==> src/epa_regs.svh <==
/*
 exception arbiter constants: priority slots, counts and widths.
 assumes inclusion by the arbiter package and modules only.
*/
`ifndef EPA_REGS_SVH
`define EPA_REGS_SVH

// asynchronous priority slots
`define EPA_PRIO_HARD_RESET   4'h0
`define EPA_PRIO_MCHECK       4'h1
`define EPA_PRIO_SOFT_RESET   4'h2
`define EPA_PRIO_SYS_MGMT     4'h3
`define EPA_PRIO_EXT_REQ      4'h4
`define EPA_PRIO_PERF_MON     4'h5
`define EPA_PRIO_DECR         4'h6
`define EPA_PRIO_THERMAL      4'h7

// number of maskable asynchronous sources
`define EPA_NUM_MASKABLE      5
// down counter width
`define EPA_DCNT_WIDTH        32
// machine check source count: l1 addr, l1 data, l2 data, tea, mcp
`define EPA_NUM_MC_SRC        5

`endif

==> src/epa_pkg.sv <==
/*
 types shared by the exception arbiter.
 assumes epa_regs.svh is on the include path.
*/
`include "epa_regs.svh"

package epa_pkg;

  typedef enum logic [3:0]
  {
    EPA_EXC_NONE,
    EPA_EXC_HARD_RESET,
    EPA_EXC_MCHECK,
    EPA_EXC_SOFT_RESET,
    EPA_EXC_SYS_MGMT,
    EPA_EXC_EXT_REQ,
    EPA_EXC_PERF_MON,
    EPA_EXC_DECR,
    EPA_EXC_THERMAL,
    EPA_EXC_FETCH,
    EPA_EXC_INSTR,
    EPA_EXC_COMPLETION,
    EPA_EXC_TRACE
  } epa_exc_type;

  typedef enum logic [1:0]
  {
    EPA_ST_RUN,
    EPA_ST_DRAIN,
    EPA_ST_CHECKSTOP
  } epa_state_type;

endpackage

==> src/epa_arbiter.sv <==
/*
 exception priority arbiter: picks one exception per cycle.
 assumes pipeline status inputs are synchronous and hold while true.
*/
//
// Function
// - hard reset or test reset wins always, taken at once.
// - machine check outranks all but hard reset, taken at once.
// - machine check sources are parity errors, tea and mcp, when enabled.
// - disabled machine check condition enters checkstop, no exception.
// - soft reset is third, taken when recoverable.
// - maskable order: sys mgmt, external, perf mon, decrementer, thermal.
// - decrementer fires passing zero; perf and thermal chosen by software.
// - maskable waits for next instruction to complete, then halts completion.
// - maskable taken only in recoverable state.
// - recoverable needs drained store queue and signalled completion done.
// - recoverable flag zero means nonrecoverable.
// - completion means registers updated then retired from buffer.
// - fetch fault stops dispatch, drains; draining faults win.
// - dispatch or execution fault waits for older completion.
// - completion fault wins and discards pending instruction fault.
// - trace follows completion unless another exception occurred.
// - hard reset and machine check never wait for precise handling; soft reset waits for recoverable state.
// - precise instruction exceptions go in program order.
// - no imprecise exception class exists.
// - external request needs async enable and input asserted.
// - decrementer latches on msb rising at any async enable; taken while async enable is one.
module epa_arbiter
  import epa_pkg::*;
(
  // clock and reset
  input  wire logic                      core_clk_i,
  input  wire logic                      sys_rst_i,
  // reset pins
  input  wire logic                      hard_reset_in_i,
  input  wire logic                      test_reset_i,
  input  wire logic                      soft_reset_in_i,
  // machine check sources
  input  wire logic                      l1_addr_par_err_i,
  input  wire logic                      l1_data_par_err_i,
  input  wire logic                      l2_data_par_err_i,
  input  wire logic                      transfer_error_ack_i,
  input  wire logic                      machine_check_in_i,
  input  wire logic                      mcheck_enable_i,
  // maskable sources
  input  wire logic                      sys_mgmt_req_i,
  input  wire logic                      ext_req_i,
  input  wire logic                      perf_mon_event_i,
  input  wire logic                      thermal_event_i,
  input  wire logic [`EPA_DCNT_WIDTH-1:0] down_counter_i,
  // machine state
  input  wire logic                      async_enable_flag_i,
  input  wire logic                      recoverable_flag_i,
  input  wire logic                      trace_enable_i,
  // pipeline status
  input  wire logic                      store_queue_empty_i,
  input  wire logic                      complete_signalled_i,
  input  wire logic                      instr_completed_i,
  input  wire logic                      completion_fault_i,
  input  wire logic                      older_done_i,
  input  wire logic                      pipe_empty_i,
  input  wire logic                      instr_fetch_fault_i,
  input  wire logic                      instr_fault_i,
  // arbiter outputs
  output logic                           take_o,
  output epa_pkg::epa_exc_type           exc_class_o,
  output logic                           stop_dispatch_o,
  output logic                           halt_completion_o,
  output logic                           checkstop_o,
  output logic                           recoverable_o
);

  //////////////////////////////////////////////////////////////////////////////
  // source qualification

  logic       mc_cond;
  logic       dcnt_rise;
  logic       hard_rst;
  logic [4:0] mask_set;
  logic [4:0] mask_pend;
  logic [4:0] mask_clr;
  logic       soft_pend;
  logic       soft_clr;
  logic       soft_rise;
  logic       fetch_pend_reg;
  logic       instr_pend_reg;
  logic       trace_pend_reg;
  logic       next_done_reg;
  logic       take_next;
  epa_exc_type   class_next;
  epa_exc_type   class_reg;
  logic          take_reg;
  epa_state_type state_reg;
  logic          recov;
  logic          mask_any;

  assign hard_rst = hard_reset_in_i | test_reset_i;

  assign mc_cond = l1_addr_par_err_i | l1_data_par_err_i |
                   l2_data_par_err_i | transfer_error_ack_i |
                   machine_check_in_i;

  // msb zero to one on the down counter
  epa_edge u_dcnt_edge
  (
    .core_clk_i (core_clk_i),
    .sys_rst_i  (sys_rst_i),
    .level_i    (down_counter_i[`EPA_DCNT_WIDTH-1]),
    .rise_o     (dcnt_rise)
  );

  epa_edge u_soft_edge
  (
    .core_clk_i (core_clk_i),
    .sys_rst_i  (sys_rst_i),
    .level_i    (soft_reset_in_i),
    .rise_o     (soft_rise)
  );

  // perf and thermal arrive already selected by software
  // events latch regardless of enable; the enable gates taking them
  assign mask_set = {thermal_event_i, dcnt_rise, perf_mon_event_i,
                     ext_req_i, sys_mgmt_req_i};

  genvar gi;
  generate
    for (gi = 0; gi < `EPA_NUM_MASKABLE; gi++)
    begin : g_mask
      epa_sticky u_pend
      (
        .core_clk_i (core_clk_i),
        .sys_rst_i  (sys_rst_i),
        .set_i      (mask_set[gi]),
        .clr_i      (mask_clr[gi]),
        .pend_o     (mask_pend[gi])
      );
    end
  endgenerate

  epa_sticky u_soft
  (
    .core_clk_i (core_clk_i),
    .sys_rst_i  (sys_rst_i),
    .set_i      (soft_rise),
    .clr_i      (soft_clr),
    .pend_o     (soft_pend)
  );

  //////////////////////////////////////////////////////////////////////////////
  // recoverable state

  // drained store queue and signalled completion done
  // completion is the pipeline's retire-after-update pulse
  assign recov = recoverable_flag_i & store_queue_empty_i &
                 (~complete_signalled_i | instr_completed_i);

  // ext and others need async enable to be taken
  assign mask_any = async_enable_flag_i & (|mask_pend);

  // one instruction completes, then completion halts
  always_ff @(posedge core_clk_i)
  begin
    if (sys_rst_i)
      next_done_reg <= 1'b0;
    else if (take_next || !mask_any)
      next_done_reg <= 1'b0;
    else if (instr_completed_i && !completion_fault_i)
      next_done_reg <= 1'b1;
  end

  assign halt_completion_o = next_done_reg;

  always_ff @(posedge core_clk_i)
  begin
    if (sys_rst_i)
      fetch_pend_reg <= 1'b0;
    else if (instr_fetch_fault_i)
      fetch_pend_reg <= 1'b1;
    else if (take_next)
      fetch_pend_reg <= 1'b0;
  end

  assign stop_dispatch_o = fetch_pend_reg | instr_fetch_fault_i;

  // instruction fault waits for older completion
  always_ff @(posedge core_clk_i)
  begin
    if (sys_rst_i)
      instr_pend_reg <= 1'b0;
    else if (instr_fault_i)
      instr_pend_reg <= 1'b1;
    else if (take_next)
      instr_pend_reg <= 1'b0;
  end

  // trace pending after a clean completion
  always_ff @(posedge core_clk_i)
  begin
    if (sys_rst_i)
      trace_pend_reg <= 1'b0;
    else if (instr_completed_i && trace_enable_i && !completion_fault_i)
      trace_pend_reg <= 1'b1;
    else if (take_next)
      trace_pend_reg <= 1'b0;
  end

  //////////////////////////////////////////////////////////////////////////////
  // priority selection

  // no imprecise class is ever chosen
  always_comb
  begin
    class_next = EPA_EXC_NONE;
    mask_clr   = 5'h00;
    soft_clr   = 1'b0;
    if (hard_rst)
      class_next = EPA_EXC_HARD_RESET;
    else if (mc_cond && mcheck_enable_i && state_reg != EPA_ST_CHECKSTOP)
      class_next = EPA_EXC_MCHECK;
    else if (soft_pend && recov)
    begin
      class_next = EPA_EXC_SOFT_RESET;
      soft_clr   = 1'b1;
    end
    // completion fault wins and discards pending instruction fault
    else if (completion_fault_i)
      class_next = EPA_EXC_COMPLETION;
    else if (instr_pend_reg && older_done_i)
      class_next = EPA_EXC_INSTR;
    else if (fetch_pend_reg && pipe_empty_i && recov)
      class_next = EPA_EXC_FETCH;
    else if (trace_pend_reg)
      class_next = EPA_EXC_TRACE;
    else if (mask_any && next_done_reg && recov)
    begin
      if (mask_pend[0])
      begin
        class_next  = EPA_EXC_SYS_MGMT;
        mask_clr[0] = 1'b1;
      end
      else if (mask_pend[1])
      begin
        class_next  = EPA_EXC_EXT_REQ;
        mask_clr[1] = 1'b1;
      end
      else if (mask_pend[2])
      begin
        class_next  = EPA_EXC_PERF_MON;
        mask_clr[2] = 1'b1;
      end
      else if (mask_pend[3])
      begin
        class_next  = EPA_EXC_DECR;
        mask_clr[3] = 1'b1;
      end
      else
      begin
        class_next  = EPA_EXC_THERMAL;
        mask_clr[4] = 1'b1;
      end
    end
  end

  // checkstop blocks everything but hard reset
  assign take_next = (class_next != EPA_EXC_NONE) &&
                     (state_reg != EPA_ST_CHECKSTOP ||
                      class_next == EPA_EXC_HARD_RESET);

  //////////////////////////////////////////////////////////////////////////////
  // state and outputs

  // disabled machine check goes to checkstop
  always_ff @(posedge core_clk_i)
  begin
    if (sys_rst_i)
      state_reg <= EPA_ST_RUN;
    else
      case (state_reg)
        EPA_ST_RUN:
          if (!hard_rst && mc_cond && !mcheck_enable_i)
            state_reg <= EPA_ST_CHECKSTOP;
          else if (fetch_pend_reg || instr_fetch_fault_i)
            state_reg <= EPA_ST_DRAIN;
        EPA_ST_DRAIN:
          if (!hard_rst && mc_cond && !mcheck_enable_i)
            state_reg <= EPA_ST_CHECKSTOP;
          else if (take_next)
            state_reg <= EPA_ST_RUN;
        EPA_ST_CHECKSTOP:
          if (hard_rst)
            state_reg <= EPA_ST_RUN;
        default:
          state_reg <= EPA_ST_RUN;
      endcase
  end

  always_ff @(posedge core_clk_i)
  begin
    if (sys_rst_i)
    begin
      take_reg  <= 1'b0;
      class_reg <= EPA_EXC_NONE;
    end
    else
    begin
      take_reg  <= take_next;
      class_reg <= take_next ? class_next : EPA_EXC_NONE;
    end
  end

  assign take_o        = take_reg;
  assign exc_class_o   = class_reg;
  assign checkstop_o   = (state_reg == EPA_ST_CHECKSTOP);
  assign recoverable_o = recov;

  //////////////////////////////////////////////////////////////////////////////
  // assertions

  property p_hard_first;
    @(posedge core_clk_i) disable iff (sys_rst_i)
    hard_rst |=> take_o && exc_class_o == EPA_EXC_HARD_RESET;
  endproperty
  a_hard_first: assert property (p_hard_first)
    else $error("hard reset not taken next cycle");

  property p_mc_next;
    @(posedge core_clk_i) disable iff (sys_rst_i)
    !hard_rst && mc_cond && mcheck_enable_i && !checkstop_o
      |=> exc_class_o == EPA_EXC_MCHECK;
  endproperty
  a_mc_next: assert property (p_mc_next)
    else $error("machine check not taken");

  property p_checkstop;
    @(posedge core_clk_i) disable iff (sys_rst_i)
    !hard_rst && mc_cond && !mcheck_enable_i
      |=> checkstop_o && exc_class_o != EPA_EXC_MCHECK;
  endproperty
  a_checkstop: assert property (p_checkstop)
    else $error("disabled machine check did not checkstop");

  property p_soft_recov;
    @(posedge core_clk_i) disable iff (sys_rst_i)
    exc_class_o == EPA_EXC_SOFT_RESET |-> $past(recov);
  endproperty
  a_soft_recov: assert property (p_soft_recov)
    else $error("soft reset taken while nonrecoverable");

  property p_mask_recov;
    @(posedge core_clk_i) disable iff (sys_rst_i)
    take_o && exc_class_o inside {EPA_EXC_SYS_MGMT, EPA_EXC_EXT_REQ,
      EPA_EXC_PERF_MON, EPA_EXC_DECR, EPA_EXC_THERMAL}
      |-> $past(recov) && $past(async_enable_flag_i)
          && $past(next_done_reg);
  endproperty
  a_mask_recov: assert property (p_mask_recov)
    else $error("maskable taken without recoverable state");

  property p_ri_zero;
    @(posedge core_clk_i) disable iff (sys_rst_i)
    !recoverable_flag_i |-> !recoverable_o;
  endproperty
  a_ri_zero: assert property (p_ri_zero)
    else $error("recoverable with flag zero");

  // an external take must have had no system management pending
  property p_order;
    @(posedge core_clk_i) disable iff (sys_rst_i)
    take_o && exc_class_o == EPA_EXC_EXT_REQ
      |-> !$past(mask_pend[0]);
  endproperty
  a_order: assert property (p_order)
    else $error("external taken ahead of system management");

  property p_instr_wait;
    @(posedge core_clk_i) disable iff (sys_rst_i)
    exc_class_o == EPA_EXC_INSTR |-> $past(older_done_i);
  endproperty
  a_instr_wait: assert property (p_instr_wait)
    else $error("instruction fault taken before older completion");

  property p_compl_wins;
    @(posedge core_clk_i) disable iff (sys_rst_i)
    !hard_rst && !(mc_cond && mcheck_enable_i) && !(soft_pend && recov)
      && completion_fault_i && !checkstop_o
      |=> exc_class_o == EPA_EXC_COMPLETION;
  endproperty
  a_compl_wins: assert property (p_compl_wins)
    else $error("completion fault lost");

  property p_fetch_stop;
    @(posedge core_clk_i) disable iff (sys_rst_i)
    instr_fetch_fault_i |=> stop_dispatch_o [*2];
  endproperty
  a_fetch_stop: assert property (p_fetch_stop)
    else $error("dispatch not stopped on fetch fault");

  c_hard:  cover property (@(posedge core_clk_i) take_o &&
                           exc_class_o == EPA_EXC_HARD_RESET);
  c_decr:  cover property (@(posedge core_clk_i) take_o &&
                           exc_class_o == EPA_EXC_DECR);
  c_stop:  cover property (@(posedge core_clk_i) checkstop_o);
  c_fetch: cover property (@(posedge core_clk_i) take_o &&
                           exc_class_o == EPA_EXC_FETCH);

endmodule

==> src/epa_sticky.sv <==
/*
 sticky request latch: holds a request until taken.
 assumes set and take come from the same clock domain.
*/
module epa_sticky
(
  // clock and reset
  input  wire logic core_clk_i,
  input  wire logic sys_rst_i,
  // control
  input  wire logic set_i,
  input  wire logic clr_i,
  output logic      pend_o
);

  logic pend_reg;

  // a new set in the clear cycle wins, so no event is lost
  always_ff @(posedge core_clk_i)
  begin
    if (sys_rst_i)
      pend_reg <= 1'b0;
    else if (set_i)
      pend_reg <= 1'b1;
    else if (clr_i)
      pend_reg <= 1'b0;
  end

  assign pend_o = pend_reg;

endmodule

==> src/epa_edge.sv <==
/*
 rising-edge detector on a synchronous level.
 assumes the input is already synchronous to core_clk_i.
*/
module epa_edge
(
  // clock and reset
  input  wire logic core_clk_i,
  input  wire logic sys_rst_i,
  // level in, pulse out
  input  wire logic level_i,
  output logic      rise_o
);

  logic prev_reg;

  always_ff @(posedge core_clk_i)
  begin
    if (sys_rst_i)
      prev_reg <= 1'b0;
    else
      prev_reg <= level_i;
  end

  assign rise_o = level_i & ~prev_reg;

endmodule

==> config.mk <==
export PLATFORM = sky130hd
export DESIGN_NAME = epa_arbiter
export DESIGN_NICKNAME = d
export VERILOG_FILES = /design/src/epa_pkg.sv /design/src/epa_arbiter.sv /design/src/epa_sticky.sv /design/src/epa_edge.sv
export VERILOG_INCLUDE_DIRS = /design/src
export SDC_FILE = /design/constraint.sdc
export NUM_CORES = 1
export LEC_CHECK = 0
export BUFFER_PORTS_ARGS = -buffer_cell sky130_fd_sc_hd__buf_2
export CAP_MARGIN = 20
export CORE_MARGIN = 2
export CORE_UTILIZATION = 40
export DETAILED_ROUTE_END_ITERATION = 16
export GPL_TIMING_DRIVEN = 1
export HOLD_SLACK_MARGIN = 0.03
export PLACE_DENSITY = 0.79
export SETUP_SLACK_MARGIN = 0.02
export SYNTH_ARGS = -nofsm -noshare
export SYNTH_HDL_FRONTEND = slang
export SYNTH_SLANG_ARGS = --single-unit
==> constraint.sdc <==
create_clock -name core_clk_i -period 2.05 [get_ports core_clk_i]
set_input_delay 0.205 -clock core_clk_i [delete_from_list [all_inputs] [get_ports core_clk_i]]
set_output_delay 0.205 -clock core_clk_i [all_outputs]
set_load 0.01 [all_outputs]
==> metrics.log <==
INFO  metric ys_seq_elements = 19
INFO  metric globalRouteOverflowTotal = 0
INFO  metric achievable-frequency = 0.5451 GHz
INFO  metric fp.dieArea = 2756 um2
INFO  metric final-hold-violation-count = 0
INFO  metric final_core_utilization = 0.5339
INFO  metric reg2reg_to = exc_class_o[0]$_SDFF_PP0_
INFO  metric regToRegSetupSlack = 220 ps
INFO  metric rr_startpoint = g_mask[0].u_pend.pend_o$_SDFFE_PP0P_
INFO  metric synthesis.nets = 160
INFO  metric hold_path_class = in2reg
INFO  metric synth_seq_area_share = 0.4043
INFO  metric syn-mean-instance-area = a little over 9 um2
INFO  metric run_status = completed
INFO  metric design.final.nets = 200
INFO  metric most_common_cell_in_the_synthesized_netlist = dfxtp_1
INFO  metric cts_inserted_buffers = 3
INFO  metric drc_errors = 0
INFO  metric max-cap-violations = 0
INFO  metric grt_antenna_before_repair = 0
INFO  metric required = 2260 ps
INFO  metric setup-violations-final = 0
INFO  metric place.detailed.instances = 165
INFO  metric setup.worst_path.start_class = flip-flop
INFO  metric wirelength = between 2000 and 2500 um
INFO  metric pwr-share-seq = 0.567
INFO  metric ys_async_sr_fraction = 0
INFO  metric post-cts-setup-buffer-count = 0
INFO  metric die_width = 52.50 um
INFO  metric area_growth = 25.53%
INFO  metric initialDrtViolationCount = 18
INFO  metric post_syn_instances = between 100 and 150
INFO  metric rows = 17
INFO  metric hold_buf_cts = 0
INFO  metric finalCritPeriodShare = 0.8949
INFO  metric route.antenna.remaining_nets = 0
INFO  metric floorplan.die.height = 52.50 um
INFO  metric tritoncts_clock_tree = yes
INFO  metric detail_route.wl_per_cell = roughly 12 um
INFO  metric drt_pre_antenna_iters = 4
INFO  metric fin_crit = 1835 ps
INFO  metric power.density = 610.9 nW/um2
INFO  metric ys_warn_count = 0
INFO  metric final_cell_count_no_fill = roughly 170
INFO  metric power.share.combinational = 0.175
INFO  metric wire_length_of_the_first_global_routing_pass = approximately 3700 um
INFO  metric crit_arrival = roughly 2100 ps
INFO  metric synthTopCellsByArea = dfxtp_1 40%, a21oi_1 6.9%, nor2b_1 3.3%
INFO  metric irDropWorstVdd = 0.0003754 V
INFO  metric finClkSkew = approximately 6.0 ps
INFO  metric grt_pass1_vias = roughly 850
INFO  metric post-dp-hpwl = 1673 um
INFO  metric timing.final.max_slew_violations = 0
INFO  metric timing.hold.ws = 111.9 ps
INFO  metric clock_sinks = 19
INFO  metric power.total = 721.5 uW
INFO  metric crit_fanout = 8
INFO  metric cts_resized = 0
INFO  metric avgViaCountPerCell = 5.290
INFO  metric initial_util = 0.4253
INFO  metric syn-cell-area = around 940 um2
INFO  metric synth.cells.most_frequent = 19 x dfxtp_1, 13 x a21oi_1, 7 x inv_1, 7 x nor2_1
INFO  metric reg2reg_depth = 5
INFO  metric dominantRegCellSynth = dfxtp_1
INFO  metric timing_worst_slew_pin_value = between 400 and 500 ps
INFO  metric final_estimated_routing_congestion_in_global_placement = 0.8572
INFO  metric routed-via-count = 894
INFO  metric largest_reg_flops = 5
INFO  metric p_sw_frac = 0.2699
INFO  metric leakagePower = 0.0004949 uW
INFO  metric cts_max_path_buffers = 2
INFO  metric grt_util_all_layers = 0.1812
INFO  metric slew_headroom = 0.6915
INFO  metric internal_power = 526.8 uW
INFO  metric ioPinCount = 67
INFO  metric power.switching = 194.7 uW
INFO  metric critPathKind = reg2reg
INFO  metric cp-endpoint = exc_class_o[0]$_SDFF_PP0_
INFO  metric worstSkewPairLatency = roughly 300 ps
INFO  metric drive_above_1_share = 0.3404
INFO  metric synth_edf_count = 0
INFO  metric core_area = 2212 um2
INFO  metric cts.clk_slew.worst_paths = 100 ps
INFO  metric n_fill_cell = around 220
INFO  metric pwr-share-clk = 0.258
INFO  metric setup_total_negative_slack = 0 ps
INFO  metric timing.critical_path.to_type = flip-flop
INFO  metric rsz0062_at_grt = no
INFO  metric largest_net_degree_at_the_start_of_global_routing = 17
INFO  metric synth_top_area_cell = dfxtp_1
INFO  metric ys_types = 36
INFO  metric cts_root_buffer = clkbuf_4
INFO  metric synth_top_area_frac = 0.4043
INFO  metric critical_path.startpoint = g_mask[0].u_pend.pend_o$_SDFFE_PP0P_
INFO  metric io_buffers = 35
INFO  metric cts_max_level = 1
INFO  metric antenna-diode-count = 0
==> layout by cell type, fill, tap and decap left out, types with 2 or more instances in the layout <==
| master | instances |
|---|---|
| inv_1 | 7 |
| nand2_1 | 5 |
| nor3_1 | 5 |
| a31oi_1 | 4 |
| nand2b_1 | 2 |
| dfxtp_1 | 19 |
| nor2b_1 | 5 |
| o211ai_1 | 2 |
| nand3_1 | 2 |
| a211oi_1 | 2 |
| o21ai_0 | 5 |
| clkbuf_4 | 3 |
| buf_2 | 35 |
| a21oi_1 | 13 |
| nor2_1 | 7 |
| o31ai_1 | 2 |
==> worst min path at each step <==
stage / start / end / slack (ps) / cells past startpoint
4_1_cts: instr_fault_i / instr_pend_reg$_SDFFE_PP0P_ / 100 / 3
3_3_place_gp: sys_mgmt_req_i / g_mask[0].u_pend.pend_o$_SDFFE_PP0P_ / 410 / 3
6_report: instr_fault_i / instr_pend_reg$_SDFFE_PP0P_ / 110 / 3
3_5_place_dp: instr_fault_i / instr_pend_reg$_SDFFE_PP0P_ / 420 / 3
5_1_grt: instr_fault_i / instr_pend_reg$_SDFFE_PP0P_ / 110 / 3
2_1_floorplan: sys_rst_i / u_dcnt_edge.prev_reg$_SDFF_PP0_ / 280 / 1
==> kinds of logic after synthesis <==
logic type      count (synthesis)  synth area share
flops                          19            0.4043
compound gates                 38            0.3032
simple gates                   37            0.2607
buf+inv                         8           0.03192
==> metrics by stage <==
stage | cell area, um2 | setup WS, ps
floorplan | 940.9 | 390.8
global placement | 1155 | 192.3
detailed placement | 1155 | 178.1
CTS | 1181 | 211.6
global route | 1181 | 97.95
finish | 1181 | 215.5
==> power groups by stage <==
stage	logic [uW]	registers, uW	clock network (uW)
global placement	122	417	0
finish	126	409	186
CTS	126	409	202
detailed placement	126	417	0
floorplan	73.7	416	0
global route	141	412	210
==> layout make-up <==
type,count,area (um2),share of cell area
Clock buffer,4,26.28,0.02225
Multi-Input combinational cell,75,530.5,0.4492
Timing Repair Buffer,36,182.7,0.1547
Tap cell,28,35.03,0.02966
Inverter,7,26.28,0.02225
Sequential cell,19,380.4,0.3220
==> layer usage <==
layer  global-route usage  wire length [um]  vias to the layer above
met3              0.01714               112                        4
met5                    0                 0                        -
met1               0.2350               948                      405
li1                     -                 -                      461
met4               0.1111                32                        0
met2               0.2875               986                       24
==> worst max-delay path, stage by stage, from the launching register on <==
cell and delay, ps:
dfxtp_1 500, nor4_4 80, a2111oi_4 520, o211ai_1 170, and3b_1 230, o32ai_1 240
(Power assumes the default switching activity.)
